[src/hdl/limit_timer_pkg.sv]
// constants and carrier types for the limit timer reset control block
package limit_timer_pkg;
  // register byte addresses on the bus
  localparam logic [3:0] OFF_CONTROL_0 = 4'h0;
  localparam logic [3:0] OFF_CONTROL_1 = 4'h4;
  localparam logic [3:0] OFF_COUNT     = 4'h8;
  localparam logic [3:0] OFF_PERIOD    = 4'hC;

  // implemented bits of each control register
  localparam logic [7:0] MASK_CONTROL_0 = 8'h7F;
  localparam logic [7:0] MASK_CONTROL_1 = 8'h1F;

  // reset values
  localparam logic [7:0] RST_CONTROL_0 = 8'h00;
  localparam logic [7:0] RST_CONTROL_1 = 8'h00;
  localparam logic [7:0] RST_COUNT     = 8'h00;
  localparam logic [7:0] RST_PERIOD    = 8'hFF;

  // reset source select codes
  localparam logic [2:0] SRC_CAPTURE = 3'h0;
  localparam logic [2:0] SRC_COMP_A  = 3'h1;
  localparam logic [2:0] SRC_COMP_B  = 3'h2;
  localparam logic [2:0] SRC_GEN_A   = 3'h3;
  localparam logic [2:0] SRC_GEN_C   = 3'h4;
  localparam logic [2:0] SRC_GEN_B   = 3'h5;

  // prescaler: each code step multiplies the divide ratio by four
  localparam int PRESCALE_W = 6;

  // bus responses
  localparam logic [1:0] RESP_OKAY   = 2'h0;
  localparam logic [1:0] RESP_SLVERR = 2'h2;

  // control register 0 layout
  typedef struct packed {
    logic       unused7;
    logic [3:0] postscale;
    logic       timerOn;
    logic [1:0] prescale;
  } control_0_t;

  // control register 1 layout
  typedef struct packed {
    logic [2:0] unused;
    logic [2:0] resetSourceSelect;
    logic       fallingResetEnable;
    logic       risingResetEnable;
  } control_1_t;

  // peripheral signals that can reset the counter
  typedef struct packed {
    logic captureCompareOutput;
    logic comparatorAOutput;
    logic comparatorBOutput;
    logic outputGeneratorLineA;
    logic outputGeneratorLineC;
    logic outputGeneratorLineB;
  } reset_sources_t;
endpackage

[src/hdl/limit_timer_reset_control.sv]
// limit timer with selectable peripheral edge reset, AXI4-Lite slave
`timescale 1ns/1ps
module limit_timer_reset_control (
  input  wire logic                           ref_clk,
  input  wire logic                           nrst,
  input  wire limit_timer_pkg::reset_sources_t resetSources,
  output logic                                limitMatchPulse,
  input  wire logic [3:0]                     s_axi_awaddr,
  input  wire logic                           s_axi_awvalid,
  output logic                                s_axi_awready,
  input  wire logic [31:0]                    s_axi_wdata,
  input  wire logic [3:0]                     s_axi_wstrb,
  input  wire logic                           s_axi_wvalid,
  output logic                                s_axi_wready,
  output logic [1:0]                          s_axi_bresp,
  output logic                                s_axi_bvalid,
  input  wire logic                           s_axi_bready,
  input  wire logic [3:0]                     s_axi_araddr,
  input  wire logic                           s_axi_arvalid,
  output logic                                s_axi_arready,
  output logic [31:0]                         s_axi_rdata,
  output logic [1:0]                          s_axi_rresp,
  output logic                                s_axi_rvalid,
  input  wire logic                           s_axi_rready
);
  localparam int PW = limit_timer_pkg::PRESCALE_W;

  limit_timer_pkg::control_0_t control0_ff;
  limit_timer_pkg::control_1_t control1_ff;
  logic [7:0]    count_ff;
  logic [7:0]    period_ff;
  logic [PW-1:0] prescaleCnt_ff;
  logic [5:0]    sync1_ff;
  logic [5:0]    sync2_ff;
  logic          srcPrev_ff;
  logic          pendingClear_ff;
  logic          match_ff;
  logic [3:0]    awAddr_ff;
  logic          awHeld_ff;
  logic [7:0]    wData_ff;
  logic          wLane0_ff;
  logic          wHeld_ff;
  logic          bvalid_ff;
  logic [1:0]    bresp_ff;
  logic          rvalid_ff;
  logic [31:0]   rdata_ff;
  logic [1:0]    rresp_ff;

  // decode of a byte address to one of the four registers
  function automatic logic is_mapped(input logic [3:0] a);
    is_mapped = (a == limit_timer_pkg::OFF_CONTROL_0) ||
                (a == limit_timer_pkg::OFF_CONTROL_1) ||
                (a == limit_timer_pkg::OFF_COUNT) ||
                (a == limit_timer_pkg::OFF_PERIOD);
  endfunction

  // divide ratio minus one for the prescale code: 1, 4, 16, 64
  function automatic logic [PW-1:0] prescale_top(input logic [1:0] code);
    prescale_top = PW'((1 << (2 * code)) - 1);
  endfunction

  // write path: both halves held, then performed in one cycle
  wire doWrite  = awHeld_ff && wHeld_ff && !bvalid_ff;
  wire wrMapped = is_mapped(awAddr_ff);
  wire wrEn0 = doWrite && wLane0_ff &&
               (awAddr_ff == limit_timer_pkg::OFF_CONTROL_0);
  wire wrEn1 = doWrite && wLane0_ff &&
               (awAddr_ff == limit_timer_pkg::OFF_CONTROL_1);
  wire wrEnCount = doWrite && wLane0_ff &&
                   (awAddr_ff == limit_timer_pkg::OFF_COUNT);
  wire wrEnPeriod = doWrite && wLane0_ff &&
                    (awAddr_ff == limit_timer_pkg::OFF_PERIOD);
  // a half is taken only on a real handshake, never on the reset edge
  wire awTake = s_axi_awvalid && s_axi_awready;
  wire wTake  = s_axi_wvalid && s_axi_wready;

  // read path: one read in flight, address taken only when idle
  wire arTake = s_axi_arvalid && s_axi_arready;
  wire [7:0] rdByte =
    (s_axi_araddr == limit_timer_pkg::OFF_CONTROL_0) ?
      (control0_ff & limit_timer_pkg::MASK_CONTROL_0) :
    (s_axi_araddr == limit_timer_pkg::OFF_CONTROL_1) ?
      (control1_ff & limit_timer_pkg::MASK_CONTROL_1) :
    (s_axi_araddr == limit_timer_pkg::OFF_COUNT) ? count_ff :
    (s_axi_araddr == limit_timer_pkg::OFF_PERIOD) ? period_ff : 8'h00;

  // timer tick from the prescaler while the timer is on
  wire tick = control0_ff.timerOn &&
              (prescaleCnt_ff == prescale_top(control0_ff.prescale));

  // source multiplexer on the synchronised inputs
  wire [2:0] sel = control1_ff.resetSourceSelect;
  wire srcLevel =
    (sel == limit_timer_pkg::SRC_CAPTURE) ? sync2_ff[5] :
    (sel == limit_timer_pkg::SRC_COMP_A)  ? sync2_ff[4] :
    (sel == limit_timer_pkg::SRC_COMP_B)  ? sync2_ff[3] :
    (sel == limit_timer_pkg::SRC_GEN_A)   ? sync2_ff[2] :
    (sel == limit_timer_pkg::SRC_GEN_C)   ? sync2_ff[1] :
    (sel == limit_timer_pkg::SRC_GEN_B)   ? sync2_ff[0] :
    1'b0;
  wire riseEv = srcLevel && !srcPrev_ff && control1_ff.risingResetEnable;
  wire fallEv = !srcLevel && srcPrev_ff && control1_ff.fallingResetEnable;
  wire edgeEv = riseEv || fallEv;
  wire clearNow = tick && (pendingClear_ff || edgeEv);
  wire matchNow = tick && !clearNow && (count_ff == period_ff);

  // next-state values of the counter
  wire [7:0] nxt_count =
    wrEnCount ? wData_ff :
    clearNow  ? 8'h00 :
    matchNow  ? 8'h00 :
    tick      ? 8'(count_ff + 8'h01) : count_ff;

  // sources come from other blocks on other timing; two flops first
  always_ff @(posedge ref_clk) begin
    if (!nrst) begin
      sync1_ff   <= 6'h00;
      sync2_ff   <= 6'h00;
      srcPrev_ff <= 1'b0;
    end else begin
      sync1_ff   <= resetSources;
      sync2_ff   <= sync1_ff;
      srcPrev_ff <= srcLevel;
    end
  end

  // an edge between ticks waits here; a tick clears it, an edge on that tick acts at once
  always_ff @(posedge ref_clk) begin
    if (!nrst) begin
      pendingClear_ff <= 1'b0;
    end else if (edgeEv && !tick) begin
      pendingClear_ff <= 1'b1;
    end else if (tick) begin
      pendingClear_ff <= 1'b0;
    end
  end

  // prescaler restarts whenever the timer is off
  always_ff @(posedge ref_clk) begin
    if (!nrst || !control0_ff.timerOn || tick) begin
      prescaleCnt_ff <= '0;
    end else begin
      prescaleCnt_ff <= PW'(prescaleCnt_ff + 1'b1);
    end
  end

  // counter and match pulse; a peripheral clear masks the match
  always_ff @(posedge ref_clk) begin
    if (!nrst) begin
      count_ff <= limit_timer_pkg::RST_COUNT;
      match_ff <= 1'b0;
    end else begin
      count_ff <= nxt_count;
      match_ff <= matchNow;
    end
  end

  // software registers; unimplemented bits are masked off
  always_ff @(posedge ref_clk) begin
    if (!nrst) begin
      control0_ff <= limit_timer_pkg::RST_CONTROL_0;
      control1_ff <= limit_timer_pkg::RST_CONTROL_1;
      period_ff   <= limit_timer_pkg::RST_PERIOD;
    end else begin
      if (wrEn0) begin
        control0_ff <= wData_ff & limit_timer_pkg::MASK_CONTROL_0;
      end
      if (wrEn1) begin
        control1_ff <= wData_ff & limit_timer_pkg::MASK_CONTROL_1;
      end
      if (wrEnPeriod) begin
        period_ff <= wData_ff;
      end
    end
  end

  // write address and data captured independently, in any order
  always_ff @(posedge ref_clk) begin
    if (!nrst) begin
      awHeld_ff <= 1'b0;
      wHeld_ff  <= 1'b0;
      awAddr_ff <= 4'h0;
      wData_ff  <= 8'h00;
      wLane0_ff <= 1'b0;
    end else begin
      if (awTake) begin
        awHeld_ff <= 1'b1;
        awAddr_ff <= s_axi_awaddr;
      end else if (doWrite) begin
        awHeld_ff <= 1'b0;
      end
      if (wTake) begin
        wHeld_ff  <= 1'b1;
        wData_ff  <= s_axi_wdata[7:0];
        wLane0_ff <= s_axi_wstrb[0];
      end else if (doWrite) begin
        wHeld_ff <= 1'b0;
      end
    end
  end

  // write response; unmapped addresses answer with a slave error
  always_ff @(posedge ref_clk) begin
    if (!nrst) begin
      bvalid_ff <= 1'b0;
      bresp_ff  <= limit_timer_pkg::RESP_OKAY;
    end else if (doWrite) begin
      bvalid_ff <= 1'b1;
      bresp_ff  <= wrMapped ? limit_timer_pkg::RESP_OKAY :
                              limit_timer_pkg::RESP_SLVERR;
    end else if (s_axi_bready) begin
      bvalid_ff <= 1'b0;
    end
  end

  // read data; narrow registers sit in the low byte, upper bits zero
  always_ff @(posedge ref_clk) begin
    if (!nrst) begin
      rvalid_ff <= 1'b0;
      rdata_ff  <= 32'h00000000;
      rresp_ff  <= limit_timer_pkg::RESP_OKAY;
    end else if (arTake) begin
      rvalid_ff <= 1'b1;
      rdata_ff  <= {24'h000000, rdByte};
      rresp_ff  <= is_mapped(s_axi_araddr) ? limit_timer_pkg::RESP_OKAY :
                                             limit_timer_pkg::RESP_SLVERR;
    end else if (s_axi_rready) begin
      rvalid_ff <= 1'b0;
    end
  end

  // ready flags registered so every output comes from a flop
  logic awready_ff;
  logic wready_ff;
  logic arready_ff;
  always_ff @(posedge ref_clk) begin
    if (!nrst) begin
      awready_ff <= 1'b0;
      wready_ff  <= 1'b0;
      arready_ff <= 1'b0;
    end else begin
      awready_ff <= !(awHeld_ff || awTake) || doWrite;
      wready_ff  <= !(wHeld_ff || wTake) || doWrite;
      arready_ff <= !(rvalid_ff || arTake) ||
                    (rvalid_ff && s_axi_rready);
    end
  end

  assign limitMatchPulse = match_ff;
  assign s_axi_awready   = awready_ff;
  assign s_axi_wready    = wready_ff;
  assign s_axi_arready   = arready_ff;
  assign s_axi_bvalid    = bvalid_ff;
  assign s_axi_bresp     = bresp_ff;
  assign s_axi_rvalid    = rvalid_ff;
  assign s_axi_rdata     = rdata_ff;
  assign s_axi_rresp     = rresp_ff;
endmodule

[config.mk]
export PLATFORM = sky130hd
export DESIGN_NAME = limit_timer_reset_control
export DESIGN_NICKNAME = d
export VERILOG_FILES = /design/src/hdl/limit_timer_pkg.sv /design/src/hdl/limit_timer_reset_control.sv
export SDC_FILE = /design/constraint.sdc
export NUM_CORES = 1
export LEC_CHECK = 0
export BUFFER_PORTS_ARGS = -buffer_cell sky130_fd_sc_hd__buf_2
export CORE_MARGIN = 2
export CORE_UTILIZATION = 40
export DETAILED_ROUTE_END_ITERATION = 6
export GPL_ROUTABILITY_DRIVEN = 1
export HOLD_SLACK_MARGIN = 0.05
export PLACE_DENSITY = 0.66
export REMOVE_ABC_BUFFERS = 1
export SETUP_SLACK_MARGIN = 0.4
export SLEW_MARGIN = 20
export SYNTH_ARGS = -nofsm -noshare
export SYNTH_HDL_FRONTEND = slang
export SYNTH_SLANG_ARGS = --single-unit
[constraint.sdc]
create_clock -name ref_clk -period 1.55 [get_ports ref_clk]
set_input_delay 0.0775 -clock ref_clk [delete_from_list [all_inputs] [get_ports ref_clk]]
set_output_delay 0.0775 -clock ref_clk [all_outputs]
set_load 0.005 [all_outputs]
==> results.ini, run 1 <==
[cts]
clkLatencyLatePin_ps=360
clkSinkCount=79
clockRootBuffer=clkbuf_8
cts_buffers=9
cts_tree=done
h-tree-depth=3
clockBufferDepth=2
cts.reportedPaths.clkPinSlew_ps=90

[worst_hold_path]
hold_class=in -> reg

[sta]
clock-skew-final_ps=6.60
rsz0062_at_grt=yes
whs_ps=102
worstMarginPinSlew_ps=724
fin_crit_sh=1.10
drv_slew=0
finalSetupViolations=16
max_freq_ghz=0.584
final.setup.worst_slack_ps=-161
slew_headroom=0.513
hold_viol=0
fin_crit_ps=1710

[drt]
num_vias=3254
via_per_inst=5.08
first_pass_iters=4
ant_nets=0
post-route-drc-count=0
dr.first_iter.drc_count=158
routedWlPerCell_um=15.0
wl_mm=9.62

[synthesis]
synth.avg_cell_area_um2=8.87
synthFlopType=dfxtp_1
synthSimpleGateAreaFrac=0.243
synth_cell_type_count=57
ys_async_sr_fraction=0
netlist_area_um2=3630
netlist.area_leader.share=0.436
muxShareOfSynthArea=0.0521
synth_seq_area_share=0.436
synth_most_common_cell=dfxtp_1
synth_area_leaders=dfxtp_1, nand2_1, buf_4
ys_warn_count=0
synth_edf_count=0
ys_ff_latch=79
synth_top_area_cell=dfxtp_1
ys_top_cells_by_count=dfxtp_1, nand2_1, nor2_1
synth_xor_area_frac=0.0386
synth-compound-area-share=0.144
synth_fa_ha_area_frac=0.00690
synth_top_family_by_area=simple AND/OR/NAND/NOR gates
syn_inst=409

[critical_path]
slowest_stage=or4_4
end_kind=register
critPathRequiredTime_ps=1800
path_delay_family=simple AND/OR/NAND/NOR gates
worst-r2r-setup-slack_ps=-160
cp_cell_sequence=or4_4 -> a21oi_4 -> buf_6 -> o21ai_1 -> o2bb2ai_2
cp-start-kind=register
critical_path_buf_inv_count=1
arrival_ps=1960
crit_fanout=6
max_stage_delay_ps=570
critical_path_class=reg -> reg

[placed_design]
place_congestion=0.887
hpwl_mm=6.30
portBuffers=45

[global_route]
grt_max_degree=46
grt_usage=0.189
antenna_found_initial=0
grt.overflow.total=0
grt_first_pass_wirelength_mm=14.7
grt_pass1_vias=3076

[cells_and_area]
fin_nets=586
nFillCells=717
areaGrowthSynthToFinish_pct=42.2
drive_above_1_share=0.415
num_antenna_cells=0

[flow_run]
max-cap-violations=0

[floorplanning]
dieArea_um2=9850
die_w_um=99.2
die_y_um=99.2
start_util=0.414
rows=34
io_pins=99
core_region_area_um2=8760

[power_and_ir_drop]
total_power_w=0.00428
power.leakage_nw=2.12
peakVddDrop_v=0.000576
power_density_nw_per_um2=829

[run_status]
status=finished with violations
failed_checks=setup timing

[cells in the final DEF, fill, tap and decap left out, types with 3 or more instances in the layout]
cell | netlist | final
nand2_1 | 62 | 47
o21ai_1 | 5 | 3
nand2b_1 | 4 | 4
nor2b_1 | 3 | 3
inv_1 | 6 | 5
clkbuf_8 | 0 | 9
dfxtp_1 | 79 | 57
nand3b_1 | 3 | 3
a22o_1 | 7 | 7
a21oi_1 | 24 | 21
mux2_4 | 0 | 6
o2bb2ai_2 | 0 | 4
a21oi_2 | 1 | 4
and2_1 | 14 | 14
buf_2 | 1 | 45
a221oi_2 | 0 | 5
xor2_2 | 0 | 3
nand3_2 | 1 | 11
buf_4 | 26 | 39
nand2_4 | 0 | 8
dlygate4sd3_1 | 0 | 22
nand3_1 | 26 | 14
mux2i_1 | 11 | 8
nor2_1 | 35 | 34
o21ai_2 | 0 | 3
nand2_2 | 0 | 6
nor3_1 | 9 | 7
nand4_1 | 3 | 3
dfxtp_2 | 0 | 21
buf_6 | 1 | 15
xor2_1 | 14 | 11
mux2i_2 | 0 | 3
conb_1 | 1 | 26
[metal layers]
| layer | up-vias | global-route usage | share of wire |
|---|---|---|---|
| li1 | 1608 | - | - |
| met4 | 0 | 0.0537 | 0.013 |
| met3 | 7 | 0.0422 | 0.034 |
| met5 | - | 0 | 0 |
| met1 | 1562 | 0.228 | 0.43 |
| met2 | 77 | 0.336 | 0.52 |
[power by group]
group | internal, W | total (W) | switching (W)
Combinational | 0.000198 | 0.000418 | 0.000220
Clock | 0.000921 | 0.00172 | 0.000798
Sequential | 0.00209 | 0.00214 | 0.0000505
Total | 0.00321 | 0.00428 | 0.00107
[final cells by class]
cell class / count / area, um^2 / share of cell area
Clock buffer: 10 / 128 / 0.0247
Timing Repair Buffer: 122 / 927 / 0.180
Tap cell: 108 / 135 / 0.0262
Inverter: 7 / 28.8 / 0.00558
Clock inverter: 6 / 93.8 / 0.0182
Multi-Input combinational cell: 308 / 2230 / 0.433
Sequential cell: 79 / 1610 / 0.312
[worst paths after layout]
check	startpoint	cells after the start	to
worst max register to register	control0_ff[0]$_SDFFE_PN0P_	5	count_ff[7]$_SDFFE_PN0P_
worst min-delay path	s_axi_araddr[0]	3	s_axi_rresp[1]$_SDFFE_PN0P_
worst min register to register	sync1_ff[3]$_SDFF_PN0_	1	sync2_ff[3]$_SDFF_PN0_
worst max-delay path	control0_ff[0]$_SDFFE_PN0P_	5	count_ff[7]$_SDFFE_PN0P_
[worst min-delay path, stage by stage]
cell and delay [ps]:
buf_2 120, nor3_2 80, nor3_1 130
[registers in the layout, summed over array words and instances, names as in the netlist, 2 cells and up]
signal	flops
awAddr_ff	4
control0_ff	7
control1_ff	2
count_ff	8
period_ff	8
prescaleCnt_ff	6
s_axi_rdata	8
sel	3
sync1_ff	6
sync2_ff	6
wData_ff	8
[per-stage QoR]
step	instance area (um^2)	utilization	worst slack, ps	instances	setup TNS, ps
global route	5160	0.589	-258	640	-3270
detailed placement	4180	0.477	-103	594	-1490
global placement	4180	0.477	-54.8	594	-600
finish	5160	0.589	-161	640	-1950
CTS	4880	0.557	-101	634	-766
floorplan	3460	-	-112	394	-1180
[cells by family after synthesis]
| kind of cell | Yosys count |
|---|---|
| simple gates | 178 |
| flops | 79 |
| compound gates | 68 |
| buf+inv | 47 |
| mux | 18 |
| xor+xnor | 16 |
| fa+ha+maj | 2 |
| other cells | 1 |
[repair_timing]
action                                  4_1_cts  5_1_grt
resized for setup                            70       54
pin swaps                                    33       27
hold endpoints to repair                     22        0
buffers inserted                              2        6
endpoints found under the setup margin       44       45
hold buffers                                 22        0
cloned                                        0        0
Note: power is estimated with default switching activity, not from simulation.
==> run 2, diff against run 1 <==
CTS_BUF_LIST = sky130_fd_sc_hd__clkbuf_8   (was not set)
==> run 2 against run 1 <==
The flow still finishes with violations (setup timing). Clock skew is 0.92 ps higher. Final cell count stayed put. Worst setup slack worse by 22 ps. Critical path depth stayed put. Register-to-register slack worse by 20 ps. Maximum frequency is 1.3% lower. Total power is 0.17% lower. Non-clock buffer count stayed put. Flip-flop and latch count stayed put. Sequential power hardly changed. Via count is 0.86% higher. Global-route usage stayed put. Critical path type unchanged.
==> results.ini, run 2 (synthesized netlist as in run 1, its figures left out) <==
[run_status]
status=finished with violations
failed_checks=setup timing

[sta]
max_freq_ghz=0.577
finalSetupViolations=17
whs_ps=98.0
fin_crit_sh=1.12
clock-skew-final_ps=7.52
worstMarginPinSlew_ps=737
hold_viol=0
fin_crit_ps=1730
drv_slew=0
slew_headroom=0.504
final.setup.worst_slack_ps=-183
rsz0062_at_grt=yes

[cells_and_area]
fin_nets=586
num_antenna_cells=0
regArea_um2=1610
drive_above_1_share=0.415
final_common_cell=dfxtp_1
fin_util=0.589
nFillCells=717
final_cell_mix=dfxtp_1, nand2_1, buf_2
areaGrowthSynthToFinish_pct=42.2
multi_input_area_um2=2230

[cts]
cts.reportedPaths.clkPinSlew_ps=90
clkSinkCount=79
cts_tree=done
clockBufferDepth=2
h-tree-depth=3
clkLatencyLatePin_ps=360
clockRootBuffer=clkbuf_8
cts_buffers=9

[critical_path]
timing.rr.end=count_ff[5]$_SDFFE_PN0P_
critPathRequiredTime_ps=1790
crit_start=control0_ff[0]$_SDFFE_PN0P_
cp_num_cells=5
crit_fanout=6
reg2regPathDepth=5
cp-start-kind=register
critical_path_buf_inv_count=1
r2r_start=control0_ff[0]$_SDFFE_PN0P_
slowest_stage=or4_4
max_stage_delay_ps=570
setup.worst_path.end=count_ff[5]$_SDFFE_PN0P_
end_kind=register
cp_cell_sequence=or4_4 -> a21oi_4 -> buf_6 -> o21ai_1 -> o2bb2ai_1
arrival_ps=1970
critical_path_class=reg -> reg
worst-r2r-setup-slack_ps=-180
path_delay_family=simple AND/OR/NAND/NOR gates

[drt]
dr.first_iter.drc_count=200
wl_mm=9.67
routedWlPerCell_um=15.1
post-route-drc-count=0
num_vias=3282
ant_nets=0
via_per_inst=5.13
first_pass_iters=4

[power_and_ir_drop]
power.leakage_nw=2.12
peakVddDrop_v=0.000576
total_power_w=0.00427
power_density_nw_per_um2=828

[floorplanning]
rows=34
die_w_um=99.2
core_region_area_um2=8760
io_pins=99
dieArea_um2=9850
start_util=0.414
die_y_um=99.2

[worst_hold_path]
hold_class=in -> reg

[global_route]
grt_pass1_vias=3075
antenna_found_initial=0
grt.overflow.total=0
grt_usage=0.189
grt_first_pass_wirelength_mm=14.7
grt_max_degree=46

[placed_design]
dp_slack_ps=-103
place_congestion=0.887
hpwl_mm=6.30
portBuffers=45

[flow_run]
max-cap-violations=0

## run 2: cell types whose count changed in the layout (fill, tap and decap cells not counted), sizes merged
cell	change
clkbuf	-1
inv	+1
## run 2: layout make-up
| type | count | share of cell area |
|---|---|---|
| Inverter | 7 | 0.00558 |
| Timing Repair Buffer | 122 | 0.180 |
| Clock inverter | 7 | 0.0189 |
| Sequential cell | 79 | 0.312 |
| Clock buffer | 9 | 0.0240 |
| Multi-Input combinational cell | 308 | 0.433 |
| Tap cell | 108 | 0.0262 |
## run 2: worst reg2reg max path, delay by kind of cell, from the launching register on
family,cells,cell delay [ps]
AO/OA/AOI/OAI,3,540
buffers and inverters,1,190
flip-flops,1,330
AND/OR/NAND/NOR,1,570
## run 2: metal layers
layer	track usage	part of all wire	vias to the layer above	wire, um
met5	0	0	-	0
met1	0.228	0.43	1575	4160
met2	0.335	0.52	94	5000
met4	0.0537	0.013	0	127
met3	0.0422	0.040	7	384
li1	-	-	1606	-
## run 2: through the flow
| step | instance area [um^2] | std cells | setup TNS, ps |
|---|---|---|---|
| after floorplan | 3460 | 394 | -1180 |
| after global placement | 4180 | 594 | -600 |
| after detailed placement | 4180 | 594 | -1490 |
| after CTS | 4880 | 634 | -766 |
| after global routing | 5160 | 640 | -3270 |
| final | 5160 | 640 | -2130 |
## run 2: report_power, final
group	leakage, nW	switching, W	internal (W)	total [W]
logic	1.36	0.000221	0.000198	0.000419
registers	0.647	0.0000510	0.00209	0.00214
clock network	0.116	0.000797	0.000915	0.00171
total	2.12	0.00107	0.00320	0.00427
## run 2: worst min path at each step
stage / from / endpoint / slack, ps / cells after the start
global placement: resetSources[2] / sync1_ff[2]$_SDFF_PN0_ / 280 / 2
CTS: s_axi_araddr[0] / s_axi_rresp[1]$_SDFFE_PN0P_ / 70 / 3
detailed placement: resetSources[2] / sync1_ff[2]$_SDFF_PN0_ / 290 / 2
global route: s_axi_araddr[1] / s_axi_rresp[1]$_SDFFE_PN0P_ / 150 / 3
floorplan: nrst / period_ff[0]$_SDFFE_PN1P_ / 150 / 1
finish: s_axi_araddr[0] / s_axi_rresp[1]$_SDFFE_PN0P_ / 100 / 3
## run 2: what timing repair did
item                                    CTS  global route
setup buffers                             2             6
gates resized for setup                  70            54
hold buffers                             22             0
hold endpoints to repair                 22             0
pin swaps                                33            27
endpoints found under the setup margin   44            45
==> run 3, diff against run 2 <==
CORE_MARGIN = 4   (was 2)
PLACE_DENSITY = 0.7   (was 0.66)
==> run 3 against run 2 <==
The flow still finishes with violations (setup timing). Total power down 3.3%. Combinational power about the same. Clock-buffer cell count unchanged. Flip-flop and latch count unchanged. Worst hold slack better by 3.6 ps. First-iteration DRC count up 41%. Sequential share of layout area up 0.55 points. Critical path type unchanged. Critical endpoint is now count_ff[0]$_SDFFE_PN0P_.
==> results.ini, run 3 (synthesized netlist as in run 1, its figures left out) <==
[floorplanning]
start_util=0.414
dieArea_um2=10700
die_w_um=103
io_pins=99
rows=34
die_y_um=103
core_region_area_um2=8760

[cells_and_area]
drive_above_1_share=0.385
final_common_cell=dfxtp_1
regArea_um2=1610
fin_nets=589
final_cell_mix=dfxtp_1, nand2_1, buf_2
fin_util=0.578
areaGrowthSynthToFinish_pct=39.5
num_antenna_cells=0
design_area_um2=5060
nFillCells=732
multi_input_area_um2=2130

[placed_design]
hpwl_mm=6.31
portBuffers=45
place_area_um2=4170
place_congestion=0.921

[cts]
clkSinkCount=79
cts_buffers=9
cts.reportedPaths.clkPinSlew_ps=90
h-tree-depth=3
cts_tree=done
clockBufferDepth=2
clockRootBuffer=clkbuf_8
clkLatencyLatePin_ps=360

[sta]
finalSetupViolations=28
slew_headroom=0.515
worstMarginPinSlew_ps=721
final.setup.worst_slack_ps=-215
fin_crit_ps=1770
rsz0062_at_grt=yes
max_freq_ghz=0.567
drv_slew=0
fin_crit_sh=1.14
whs_ps=102
clock-skew-final_ps=6.87
hold_viol=0

[run_status]
failed_checks=setup timing
status=finished with violations

[global_route]
grt_max_degree=46
antenna_found_initial=0
grt_usage=0.180
grt_first_pass_wirelength_mm=14.8
grt.overflow.total=0
grt_pass1_vias=2985

[drt]
post-route-drc-count=0
wl_mm=9.53
num_vias=3317
routedWlPerCell_um=14.8
first_pass_iters=4
dr.first_iter.drc_count=282
via_per_inst=5.16
ant_nets=0

[critical_path]
cp-start-kind=register
setup.worst_path.end=count_ff[0]$_SDFFE_PN0P_
critical_path_class=reg -> reg
r2r_start=count_ff[4]$_SDFFE_PN0P_
worst-r2r-setup-slack_ps=-220
cp_cell_sequence=xor2_1 -> nor4_1 -> buf_4 -> a2111oi_4 -> nand4_4 -> o22ai_1
crit_fanout=6
timing.rr.end=count_ff[0]$_SDFFE_PN0P_
end_kind=register
crit_start=count_ff[4]$_SDFFE_PN0P_
reg2regPathDepth=6
critPathRequiredTime_ps=1840
arrival_ps=2050
max_stage_delay_ps=450
slowest_stage=a2111oi_4

[power_and_ir_drop]
peakVddDrop_v=0.000683
power_density_nw_per_um2=816
power.leakage_nw=2.12

[worst_hold_path]
hold_class=in -> reg

[flow_run]
max-cap-violations=0

-- run 3: timing repair --
action | 4_1_cts | 5_1_grt
gates cloned | 0 | 0
gates resized for setup | 56 | 42
setup endpoints to repair | 45 | 47
buffers inserted | 7 | 5
endpoints found under the hold margin | 21 | 0
pin swaps | 24 | 34
hold buffers | 22 | 0
-- run 3: how the worst min path moves through the flow --
stage,to,start,slack [ps],cells past startpoint
finish,s_axi_rresp[1]$_SDFFE_PN0P_,s_axi_araddr[1],100,3
detailed placement,sync1_ff[0]$_SDFF_PN0_,resetSources[0],290,2
global placement,sync1_ff[4]$_SDFF_PN0_,resetSources[4],280,2
floorplan,period_ff[0]$_SDFFE_PN1P_,nrst,150,1
global route,s_axi_rresp[1]$_SDFFE_PN0P_,s_axi_araddr[0],110,3
CTS,s_axi_rresp[1]$_SDFFE_PN0P_,s_axi_araddr[0],80,3
-- run 3: worst max-delay path, delay by kind of cell (launching register included) --
kind,cells,cell delay [ps]
AO/OA/AOI/OAI,2,650
flip-flops,1,370
AND/OR/NAND/NOR,2,310
XOR/XNOR,1,220
buffers and inverters,1,150
-- run 3: area by class of cell --
class / count / area share
clock inverters: 7 / 0.0158
repair buffers: 125 / 0.188
well taps: 108 / 0.0267
flip-flops and latches: 79 / 0.318
inverters: 7 / 0.00569
clock buffers: 9 / 0.0245
multi-input cells: 308 / 0.421
-- run 3: layer usage --
metal	global-route usage	up-vias	wire (um)
li1	-	1615	-
met1	0.222	1585	3930
met2	0.305	96	4820
met3	0.0382	21	524
met4	0.0747	0	259
met5	0	-	0
-- run 3: report_power, final --
group,internal [W],switching [W],total [W]
Clock,0.000762,0.000811,0.00157
Sequential,0.00209,0.0000494,0.00214
Combinational,0.000195,0.000221,0.000416
Total,0.00305,0.00108,0.00413
-- run 3: per-stage QoR --
step | setup slack (ps) | TNS, ps | power (W) | std cells
2_1_floorplan | -112 | -1180 | 0.00235 | 394
3_3_place_gp | -78.8 | -1250 | 0.00250 | 593
3_5_place_dp | -122 | -2550 | 0.00251 | 593
4_1_cts | -107 | -1060 | 0.00413 | 638
5_1_grt | -269 | -4220 | 0.00429 | 643
6_report | -215 | -2260 | 0.00413 | 643
